[src/core/arrs_pkg.sv]
// constants shared by the round-robin converter supervisor
// assumes a 40 MHz system clock and a byte-addressed register bus
package arrs_pkg;
   // channel and code layout
   localparam int         NCH       = 10;
   localparam int         CODEW     = 12;
   localparam int         ACCW      = 16;
   localparam logic [3:0] LASTCH    = 4'h9;
   localparam logic [3:0] LASTPASS  = 4'hF;
   localparam logic [3:0] FIRSTCH   = 4'h0;
   localparam logic [3:0] FIRSTPASS = 4'h0;

   // timing: one conversion slot per selected channel
   localparam int CLK_HZ   = 40_000_000;
   localparam int SLOT_US  = 500;
   localparam int SLOT_CYC = SLOT_US * (CLK_HZ / 1_000_000);
   localparam int TMRW     = 15;

   // register byte offsets
   localparam logic [7:0] ADDR_CTRL  = 8'h00;
   localparam logic [7:0] ADDR_CHSEL = 8'h04;
   localparam logic [7:0] ADDR_LIVE  = 8'h08;
   localparam logic [7:0] ADDR_HELD  = 8'h0C;
   localparam logic [7:0] ADDR_DIR   = 8'h10;
   localparam logic [7:0] ADDR_INTST = 8'h14;
   localparam logic [7:0] ADDR_INTMK = 8'h18;
   localparam logic [1:0] WIN_RES    = 2'h1;
   localparam logic [1:0] WIN_LIM    = 2'h2;

   // control and interrupt fields
   localparam int CTRL_RUN  = 0;
   localparam int CTRL_CONT = 1;
   localparam int CTRL_AVG  = 2;
   localparam int CTRL_BUSY = 3;
   localparam int INT_DONE  = 0;
   localparam int INT_LIM   = 1;
   localparam int NINT      = 2;

   // reset values
   localparam logic [9:0]  CHSEL_RST = 10'h3FF;
   localparam logic [11:0] LIM_RST   = 12'h000;

   typedef enum logic [1:0] {
      ST_IDLE = 2'b00,
      ST_SCAN = 2'b01,
      ST_CONV = 2'b10
   } arrs_state_t;
endpackage

[src/core/arrs_top.sv]
// round-robin scheduler, averaging, limit checks and registers
// assumes the converter returns a stable code by the end of each slot,
// and an Avalon-MM master that holds requests while waitrequest is high
//
// Functional notes
// - Ten supervised channels share one converter through a select index.
// - Selected channels are converted in turn; unselected ones are skipped.
// - A control bit picks one conversion cycle (16 passes with averaging) then stop, or continuous looping.
// - With averaging on, the loop runs 16 passes before a result.
// - Result registers load only when the whole conversion cycle ends.
// - Codes are 12-bit unsigned, zero gives 0, reference gives 4095.
// - One limit per channel, acting as either maximum or minimum check.
// - Limit crossing raises a warning, readable and sent to sequencer.
// - Scan starts on a register write or a sequencer turn-on state.
// - Each selected channel takes about 500 us of conversion time.
// - Live warning status follows results as they update.
// - A held warning copy is captured on every sequencer state change.
//
// Decided for this implementation: the register offsets and the Avalon-MM interface to the registers.
`timescale 1ns/1ps
module arrs_top #(
   parameter int SLOT_CYC = arrs_pkg::SLOT_CYC
) (
   // clock and reset
   input  wire logic        mclk,
   input  wire logic        rstn,
   // register bus
   input  wire logic [7:0]  avsAddress,
   input  wire logic        avsRead,
   input  wire logic        avsWrite,
   input  wire logic [31:0] avsWriteData,
   input  wire logic [3:0]  avsByteEnable,
   output logic [31:0]      avsReadData,
   output logic             avsWaitRequest,
   // converter front end
   output logic [3:0]       adcChan,
   output logic             adcStart,
   input  wire logic [11:0] adcCode,
   // sequencing engine
   input  wire logic        seqTurnOn,
   input  wire logic        seqStateChange,
   output logic [9:0]       limitWarn,
   output logic [9:0]       limitHeld,
   // interrupt
   output logic             irq
);
   localparam int TW = arrs_pkg::TMRW;
   localparam int CW = arrs_pkg::CODEW;
   localparam int AW = arrs_pkg::ACCW;

   arrs_pkg::arrs_state_t stateQ;
   logic [3:0]      chIdxQ;
   logic [3:0]      passQ;
   logic [3:0]      lapQ;
   logic [TW-1:0]   timerQ;
   logic            avgRunQ;
   logic            runQ;
   logic            contQ;
   logic            avgQ;
   logic            seqOnQ;
   logic [9:0]      chSelQ;
   logic [9:0]      dirQ;
   logic [9:0]      warnD;
   logic [9:0]      warnQ;
   logic [9:0]      heldQ;
   logic [arrs_pkg::NINT-1:0] intStQ;
   logic [arrs_pkg::NINT-1:0] intMkQ;
   logic [arrs_pkg::NINT-1:0] intSet;
   logic [CW-1:0]   resQ [arrs_pkg::NCH];
   logic [CW-1:0]   limQ [arrs_pkg::NCH];
   logic [AW-1:0]   accQ [arrs_pkg::NCH];
   logic            ackQ;
   logic            wrEn;
   logic [31:0]     rdMux;
   logic [31:0]     rdQ;
   logic [3:0]      regIdx;
   logic            idxOk;
   logic            step;
   logic            lastCh;
   logic            morePass;
   logic            cycleEnd;
   logic            sampleHit;
   logic            runSet;
   logic            irqQ;
   logic            adcStartQ;
   logic [3:0]      adcChanQ;

   // bus slave: one wait cycle, then the answer
   assign avsWaitRequest = (avsRead | avsWrite) & ~ackQ;
   // partial-lane writes are ignored: a write takes effect only with all four byte enables set
   assign wrEn   = avsWrite & ackQ & (avsByteEnable == 4'hF);
   assign regIdx = avsAddress[5:2];
   assign idxOk  = (regIdx <= arrs_pkg::LASTCH) & (avsAddress[1:0] == 2'h0);

   always_ff @(posedge mclk or negedge rstn) begin
      if (!rstn) begin
         ackQ <= 1'b0;
      end else begin
         ackQ <= (avsRead | avsWrite) & ~ackQ;
      end
   end

   always_comb begin
      rdMux = 32'h0000_0000;
      if (avsAddress == arrs_pkg::ADDR_CTRL) begin
         rdMux[arrs_pkg::CTRL_RUN]  = runQ;
         rdMux[arrs_pkg::CTRL_CONT] = contQ;
         rdMux[arrs_pkg::CTRL_AVG]  = avgQ;
         rdMux[arrs_pkg::CTRL_BUSY] = (stateQ != arrs_pkg::ST_IDLE);
      end else if (avsAddress == arrs_pkg::ADDR_CHSEL) begin
         rdMux = 32'(chSelQ);
      end else if (avsAddress == arrs_pkg::ADDR_LIVE) begin
         rdMux = 32'(warnQ);
      end else if (avsAddress == arrs_pkg::ADDR_HELD) begin
         rdMux = 32'(heldQ);
      end else if (avsAddress == arrs_pkg::ADDR_DIR) begin
         rdMux = 32'(dirQ);
      end else if (avsAddress == arrs_pkg::ADDR_INTST) begin
         rdMux = 32'(intStQ);
      end else if (avsAddress == arrs_pkg::ADDR_INTMK) begin
         rdMux = 32'(intMkQ);
      end else if (avsAddress[7:6] == arrs_pkg::WIN_RES && idxOk) begin
         rdMux = 32'(resQ[regIdx]);
      end else if (avsAddress[7:6] == arrs_pkg::WIN_LIM && idxOk) begin
         rdMux = 32'(limQ[regIdx]);
      end
   end

   always_ff @(posedge mclk or negedge rstn) begin
      if (!rstn) begin
         rdQ <= 32'h0000_0000;
      end else if (avsRead & ~ackQ) begin
         rdQ <= rdMux;
      end
   end
   assign avsReadData = rdQ;

   // configuration registers
   always_ff @(posedge mclk or negedge rstn) begin
      if (!rstn) begin
         contQ  <= 1'b0;
         avgQ   <= 1'b0;
         chSelQ <= arrs_pkg::CHSEL_RST;
         dirQ   <= 10'h000;
         intMkQ <= '0;
      end else if (wrEn) begin
         if (avsAddress == arrs_pkg::ADDR_CTRL) begin
            contQ <= avsWriteData[arrs_pkg::CTRL_CONT];
            avgQ  <= avsWriteData[arrs_pkg::CTRL_AVG];
         end else if (avsAddress == arrs_pkg::ADDR_CHSEL) begin
            chSelQ <= avsWriteData[9:0];
         end else if (avsAddress == arrs_pkg::ADDR_DIR) begin
            dirQ <= avsWriteData[9:0];
         end else if (avsAddress == arrs_pkg::ADDR_INTMK) begin
            intMkQ <= avsWriteData[arrs_pkg::NINT-1:0];
         end
      end
   end

   // run request: bus write or sequencer turn-on edge; set beats clear
   assign runSet = (wrEn & (avsAddress == arrs_pkg::ADDR_CTRL)
                    & avsWriteData[arrs_pkg::CTRL_RUN])
                   | (seqTurnOn & ~seqOnQ);
   always_ff @(posedge mclk or negedge rstn) begin
      if (!rstn) begin
         runQ   <= 1'b0;
         seqOnQ <= 1'b0;
      end else begin
         seqOnQ <= seqTurnOn;
         if (runSet) begin
            runQ <= 1'b1;
         end else if (wrEn && avsAddress == arrs_pkg::ADDR_CTRL) begin
            runQ <= 1'b0;
         end else if (cycleEnd && !contQ) begin
            runQ <= 1'b0;
         end
      end
   end

   // scheduler
   assign lastCh   = (chIdxQ == arrs_pkg::LASTCH);
   assign morePass = avgRunQ & (passQ != arrs_pkg::LASTPASS);
   assign sampleHit = (stateQ == arrs_pkg::ST_CONV) && (timerQ == '0);
   assign step = ((stateQ == arrs_pkg::ST_SCAN) && !chSelQ[chIdxQ])
                 | sampleHit;
   assign cycleEnd = step & lastCh & ~morePass;

   always_ff @(posedge mclk or negedge rstn) begin
      if (!rstn) begin
         stateQ  <= arrs_pkg::ST_IDLE;
         chIdxQ  <= arrs_pkg::FIRSTCH;
         passQ   <= arrs_pkg::FIRSTPASS;
         timerQ  <= '0;
         avgRunQ <= 1'b0;
      end else begin
         case (stateQ)
            arrs_pkg::ST_IDLE: begin
               if (runQ && chSelQ != 10'h000) begin
                  stateQ  <= arrs_pkg::ST_SCAN;
                  chIdxQ  <= arrs_pkg::FIRSTCH;
                  passQ   <= arrs_pkg::FIRSTPASS;
                  avgRunQ <= avgQ; // held for the whole cycle
               end
            end
            arrs_pkg::ST_SCAN: begin
               if (chSelQ[chIdxQ]) begin
                  stateQ <= arrs_pkg::ST_CONV;
                  timerQ <= TW'(SLOT_CYC - 1);
               end
            end
            arrs_pkg::ST_CONV: begin
               if (timerQ != '0) begin
                  timerQ <= timerQ - 1'b1;
               end
            end
            default: begin
               stateQ <= arrs_pkg::ST_IDLE;
            end
         endcase
         if (step) begin
            if (!lastCh) begin
               chIdxQ <= chIdxQ + 1'b1;
               stateQ <= arrs_pkg::ST_SCAN;
            end else if (morePass) begin
               passQ  <= passQ + 1'b1;
               chIdxQ <= arrs_pkg::FIRSTCH;
               stateQ <= arrs_pkg::ST_SCAN;
            end else begin
               stateQ <= arrs_pkg::ST_IDLE;
            end
         end
      end
   end

   // converter select and start pulse
   always_ff @(posedge mclk or negedge rstn) begin
      if (!rstn) begin
         adcStartQ <= 1'b0;
         adcChanQ  <= arrs_pkg::FIRSTCH;
      end else begin
         adcStartQ <= (stateQ == arrs_pkg::ST_SCAN) && chSelQ[chIdxQ];
         if (stateQ == arrs_pkg::ST_SCAN) begin
            adcChanQ <= chIdxQ;
         end
      end
   end
   assign adcStart = adcStartQ;
   assign adcChan  = adcChanQ;

   // per-channel accumulate, transfer, limit and compare
   for (genvar i = 0; i < arrs_pkg::NCH; i++) begin : g_ch
      logic [AW-1:0] accNext;
      logic [CW-1:0] resNext;
      // unsigned code, zero-extended so 16 full-scale samples fit
      always_comb begin
         accNext = accQ[i];
         if (sampleHit && chIdxQ == 4'(i)) begin
            accNext = (passQ == arrs_pkg::FIRSTPASS) ? AW'(adcCode)
                      : accQ[i] + AW'(adcCode);
         end
         resNext = avgRunQ ? accNext[AW-1:AW-CW] : accNext[CW-1:0];
      end
      always_ff @(posedge mclk or negedge rstn) begin
         if (!rstn) begin
            accQ[i] <= '0;
            resQ[i] <= '0;
         end else begin
            accQ[i] <= accNext;
            if (cycleEnd && chSelQ[i]) begin
               resQ[i] <= resNext;
            end
         end
      end
      always_ff @(posedge mclk or negedge rstn) begin
         if (!rstn) begin
            limQ[i] <= arrs_pkg::LIM_RST;
         end else if (wrEn && avsAddress[7:6] == arrs_pkg::WIN_LIM
                      && idxOk && regIdx == 4'(i)) begin
            limQ[i] <= avsWriteData[CW-1:0];
         end
      end
      // dir 1: warn above limit, dir 0: warn below limit
      assign warnD[i] = dirQ[i] ? (resQ[i] > limQ[i])
                                : (resQ[i] < limQ[i]);

      a_res_stable: assert property (@(posedge mclk) disable iff (!rstn)
         !cycleEnd |=> $stable(resQ[i]))
         else $error("result changed outside cycle end");
      a_min_quiet: assert property (@(posedge mclk) disable iff (!rstn)
         (!dirQ[i] && resQ[i] >= limQ[i]) |=> !limitWarn[i])
         else $error("min check warned without crossing");
   end

   // live and held warnings
   always_ff @(posedge mclk or negedge rstn) begin
      if (!rstn) begin
         warnQ <= 10'h000;
         heldQ <= 10'h000;
      end else begin
         warnQ <= warnD;
         if (seqStateChange) begin
            heldQ <= warnQ;
         end
      end
   end
   assign limitWarn = warnQ;
   assign limitHeld = heldQ;

   // interrupts: sticky, write one to clear, set wins
   always_comb begin
      intSet = '0;
      intSet[arrs_pkg::INT_DONE] = cycleEnd;
      intSet[arrs_pkg::INT_LIM]  = |(warnD & ~warnQ);
   end
   always_ff @(posedge mclk or negedge rstn) begin
      if (!rstn) begin
         intStQ <= '0;
         irqQ   <= 1'b0;
      end else begin
         if (wrEn && avsAddress == arrs_pkg::ADDR_INTST) begin
            intStQ <= (intStQ & ~avsWriteData[arrs_pkg::NINT-1:0]) | intSet;
         end else begin
            intStQ <= intStQ | intSet;
         end
         irqQ <= |(intStQ & intMkQ);
      end
   end
   assign irq = irqQ;

   a_chan_range: assert property (@(posedge mclk) disable iff (!rstn)
      adcStart |-> (adcChan <= arrs_pkg::LASTCH))
      else $error("converter channel out of range");
   a_skip_unsel: assert property (@(posedge mclk) disable iff (!rstn)
      (stateQ == arrs_pkg::ST_SCAN && !chSelQ[chIdxQ]) |=> !adcStart)
      else $error("unselected channel converted");
   a_single_stop: assert property (@(posedge mclk) disable iff (!rstn)
      (cycleEnd && !contQ && !runSet) |=> !runQ ##1
      (stateQ == arrs_pkg::ST_IDLE))
      else $error("single pass did not stop");
   // lap count kept apart from passQ so the pass check is independent
   always_ff @(posedge mclk or negedge rstn) begin
      if (!rstn) begin
         lapQ <= arrs_pkg::FIRSTPASS;
      end else if (stateQ == arrs_pkg::ST_IDLE) begin
         lapQ <= arrs_pkg::FIRSTPASS;
      end else if (step && lastCh) begin
         lapQ <= lapQ + 1'b1;
      end
   end
   a_avg_passes: assert property (@(posedge mclk) disable iff (!rstn)
      cycleEnd |-> (lapQ == (avgRunQ ? arrs_pkg::LASTPASS
                                     : arrs_pkg::FIRSTPASS)))
      else $error("averaged cycle ended early");
   a_seq_start: assert property (@(posedge mclk) disable iff (!rstn)
      $rose(seqTurnOn) |=> runQ)
      else $error("sequencer turn-on did not start scan");
   a_slot_time: assert property (@(posedge mclk) disable iff (!rstn)
      adcStart |-> (stateQ == arrs_pkg::ST_CONV)
      && (timerQ == TW'(SLOT_CYC - 1)))
      else $error("conversion slot not loaded");
   a_held_capt: assert property (@(posedge mclk) disable iff (!rstn)
      seqStateChange |=> (limitHeld == $past(warnQ)))
      else $error("held warnings not captured");
   a_held_keep: assert property (@(posedge mclk) disable iff (!rstn)
      !seqStateChange |=> $stable(limitHeld))
      else $error("held warnings changed between states");
   a_lim_irq: assert property (@(posedge mclk) disable iff (!rstn)
      (|(warnD & ~warnQ)) |=> intStQ[arrs_pkg::INT_LIM])
      else $error("limit event not flagged");
endmodule

[config.mk]
export PLATFORM = sky130hd
export DESIGN_NAME = arrs_top
export DESIGN_NICKNAME = d
export VERILOG_FILES = /design/src/core/arrs_pkg.sv /design/src/core/arrs_top.sv
export SDC_FILE = /design/constraint.sdc
export NUM_CORES = 2
export LEC_CHECK = 0
export BUFFER_PORTS_ARGS = -buffer_cell sky130_fd_sc_hd__buf_4
export CORE_UTILIZATION = 60
export CTS_BUF_LIST = sky130_fd_sc_hd__clkbuf_4 sky130_fd_sc_hd__clkbuf_8
export CTS_CLUSTER_DIAMETER = 40
export DETAILED_ROUTE_END_ITERATION = 10
export GPL_TIMING_DRIVEN = 0
export PLACE_DENSITY = 0.78
export SETUP_SLACK_MARGIN = 0.4
export SLEW_MARGIN = 20
export SYNTH_ARGS = -nofsm -noshare
export SYNTH_HDL_FRONTEND = slang
export SYNTH_SLANG_ARGS = --single-unit
[constraint.sdc]
create_clock -name mclk -period 4 [get_ports mclk]
set_input_delay 0.2 -clock mclk [delete_from_list [all_inputs] [get_ports mclk]]
set_output_delay 0.2 -clock mclk [all_outputs]
set_load 0.005 [all_outputs]
==> results.toml <==
[setup_path]
critPathCapture = "resQ[8]"
rr_endpoint = "resQ[8]"
r2r_start = "stateQ[0]"
required_ns = 4.61
reg2reg_depth = 10
worstPathArrival_ns = 4.38
crit_path_start_kind = "flip-flop"
critPathMaxFanout = 10
crit_start = "stateQ[0]"
end_kind = "flip-flop"
slowest_stage = "nor3_2"
path_cells = "inv_1 > ha_1 > nor2b_2 > nand2_1 > clkbuf_1 > nor3_2 > nand2_1 > o21ai_0 > mux2i_1 > o21ai_0"
slowest_delay_ns = 0.76
r2r_slack_ns = 0.23
worstSetupPathType = "flip-flop to flip-flop"

[sta]
finalHoldViolations = 0
fmax_ghz = 0.2655
relSlewSlack = 0.07844
skew_ns = 0.05208
setup_viol = 0
slew_violations = 0
min_period_over_period = 0.9418
tightest_slew_ns = 1.382
rsz0062_at_grt = "yes"
fin_crit_ns = 3.767

[power]
p_leak_nw = 17.00
vdd_drop_max_uv = 323.1
p_per_area_nw_per_um2 = 343.3

[final_layout]
final_core_util = 0.6873
multi_input_area_um2 = 19130
regArea_um2 = 12350
final_cells = 4502
n_fill_cell = 4264
areaGrowthSynthToFinish_pct = 12.88
fin_nets = 4048
drive_above_1_share = 0.1618

[synth]
synth_area_um2 = 32900
yosysWarnings = 0
synth_top_area_frac = 0.3674
synth.area.top_cells = "dfrtp_1, ha_1, mux2_2"
async_flop_share = 1.000
synth_edf_count = 0
ys_seq_elements = 493
synth.distinct_cells = 92
seq_area_frac_synth = 0.3754
syn_inst = 3508
synth.avg_cell_area_um2 = 9.378
yosys_most_used_dff = "dfrtp_1"
synth.largest_area_cell = "dfrtp_1"

[route]
drc_errors = 0
met3_length_um = 18400
wl_per_cell_um = 27.89
viasPerCell = 6.924
dr.pass1.iters = 8
drt-total-wl_um = 125600
drt_iter0_markers = 4272
routedLengthMet1_um = 45530
via_count = 31170
wl_met2_um = 51980
ant_nets = 0
topRoutingLayerUsed = "met5"

[place]
io_buffers = 75
place_inst = 4303
dp_hpwl_um = 91580
place.gp.congestion = 1.068

[floorplan]
core_area_um2 = 54030
die_x_um = 236.2
ios = 121
die-area_um2 = 55770
start_util = 0.6089
rows = 85
die_h_um = 236.2

[global_routing]
grt_pass1_vias = 29330
grt_pass1_wl_um = 183900
antenna_found_initial = 8
overflow = 0
grt_use_total = 0.4492
grt_max_degree = 96

[min_path]
hold_path.class = "input pin to asynchronous set/reset pin"

[job]
drv_cap = 0

[clock_network]
cts_tree = "done"
numCtsBuffers = 95
clock_sinks = 493
cts.clk_slew.worst_paths_ns = 0.06
clk_latency_ns = 0.74
root_buffer = "clkbuf_8"
h-tree-depth = 3
clk_path_buf_depth = 3

[outcome]
outcome = "finished clean"
[cells in the final DEF (no fill, tap or decap), types with 98 or more instances in the layout]
cell type	instances
a21oi_1	243
buf_4	98
inv_1	227
o21ai_0	258
clkbuf_1	98
clkbuf_8	113
dfrtp_1	483
nor2_1	194
nand2_1	339
ha_1	251
mux2i_1	109
mux2_2	164
[cell usage after synthesis, types with 41 or more instances]
cell	count
mux2i_1	115
nor3_1	66
inv_1	227
o21ai_0	262
o211ai_1	56
dfrtp_1	483
o21a_1	54
nor2_1	196
a21o_1	58
nand2_1	344
and3_1	41
mux2_2	164
ha_1	251
a21oi_1	245
a31oi_1	41
nand3_1	78
mux4_2	51
clkbuf_1	120
[power breakdown]
part	total, mW	switching, mW	internal (mW)
clock	5.70	2.50	3.20
sequential	5.20	0.108	5.09
combinational	1.85	1.22	0.623
[critical path, delay by kind of cell, from the launching register on]
family                     cells  cell delay (ns)
buffers and inverters          2             0.49
DFF                            1             0.40
muxes                          1             0.20
and+or+nand+nor                4             1.53
AOI/OAI and AO/OA              2             0.71
adders and majority gates      1             0.31
[registers in the layout (all words and copies together), names as in the netlist, 10 cells and up]
| signal | cells |
|---|---|
| chSelQ | 10 |
| dirQ | 10 |
| accQ | 160 |
| limitWarn | 10 |
| limitHeld | 10 |
| avsReadData | 12 |
| limQ | 120 |
| resQ | 120 |
| timerQ | 15 |
[through the flow]
step / TNS (ns) / worst slack [ns] / instance area (µm²) / hold slack [ns] / power, mW
detailed placement: -26.79 / -0.7338 / 34560 / 0.1243 / 7.011
CTS: 0 / 0.2726 / 37010 / 0.01484 / 12.63
global route: 0 / 0.2746 / 37130 / 0.06210 / 13.08
global placement: -1242.03 / -2.543 / 34400 / 0.3503 / 6.962
finish: 0 / 0.2329 / 37130 / 0.05450 / 12.75
floorplan: 0 / 1.145 / 32970 / -0.09559 / 6.322
[area by class of cell]
cell class / count / area share
Sequential cell: 493 / 0.3326
Clock buffer: 134 / 0.04613
Tap cell: 696 / 0.02345
Clock inverter: 40 / 0.01156
Buffer: 187 / 0.02298
Inverter: 228 / 0.02305
Multi-Input combinational cell: 2619 / 0.5152
Timing Repair Buffer: 101 / 0.02480
Antenna cell: 4 / 0.0002696
[routing by layer]
layer | track usage | vias up
met5 | 0 | -
met2 | 0.6468 | 2302
li1 | - | 13270
met4 | 0.2765 | 10
met1 | 0.5792 | 14980
met3 | 0.1587 | 616
[worst min-delay path by stage]
stage / startpoint / end
2_1_floorplan: rstn / accQ[0]
3_3_place_gp: seqTurnOn / seqOnQ
3_5_place_dp: rstn / limQ[9]
4_1_cts: avsByteEnable[0] / dirQ[9]
5_1_grt: avsByteEnable[0] / dirQ[9]
6_report: rstn / limQ[19]
[logic make-up after synthesis]
logic type | count (synthesis) | synth area share
AO/OA/AOI/OAI | 985 | 0.1898
AND/OR/NAND/NOR | 963 | 0.1406
adder cells (fa/ha/maj) | 261 | 0.1016
XOR/XNOR | 60 | 0.01597
buffers and inverters | 415 | 0.05059
flip-flops | 493 | 0.3754
multiplexers | 330 | 0.1260
other | 1 | 0.0001140
[repair_timing]
item / in CTS / in global routing
setup endpoints to repair: 215 / 63
buffers inserted: 1 / 2
cloned: 0 / 0
resized for setup: 43 / 40
pin swaps: 1 / 0
hold buffers: 18 / 0
endpoints found under the hold margin: 265 / 0
Note: power is estimated with default switching activity, not from simulation.
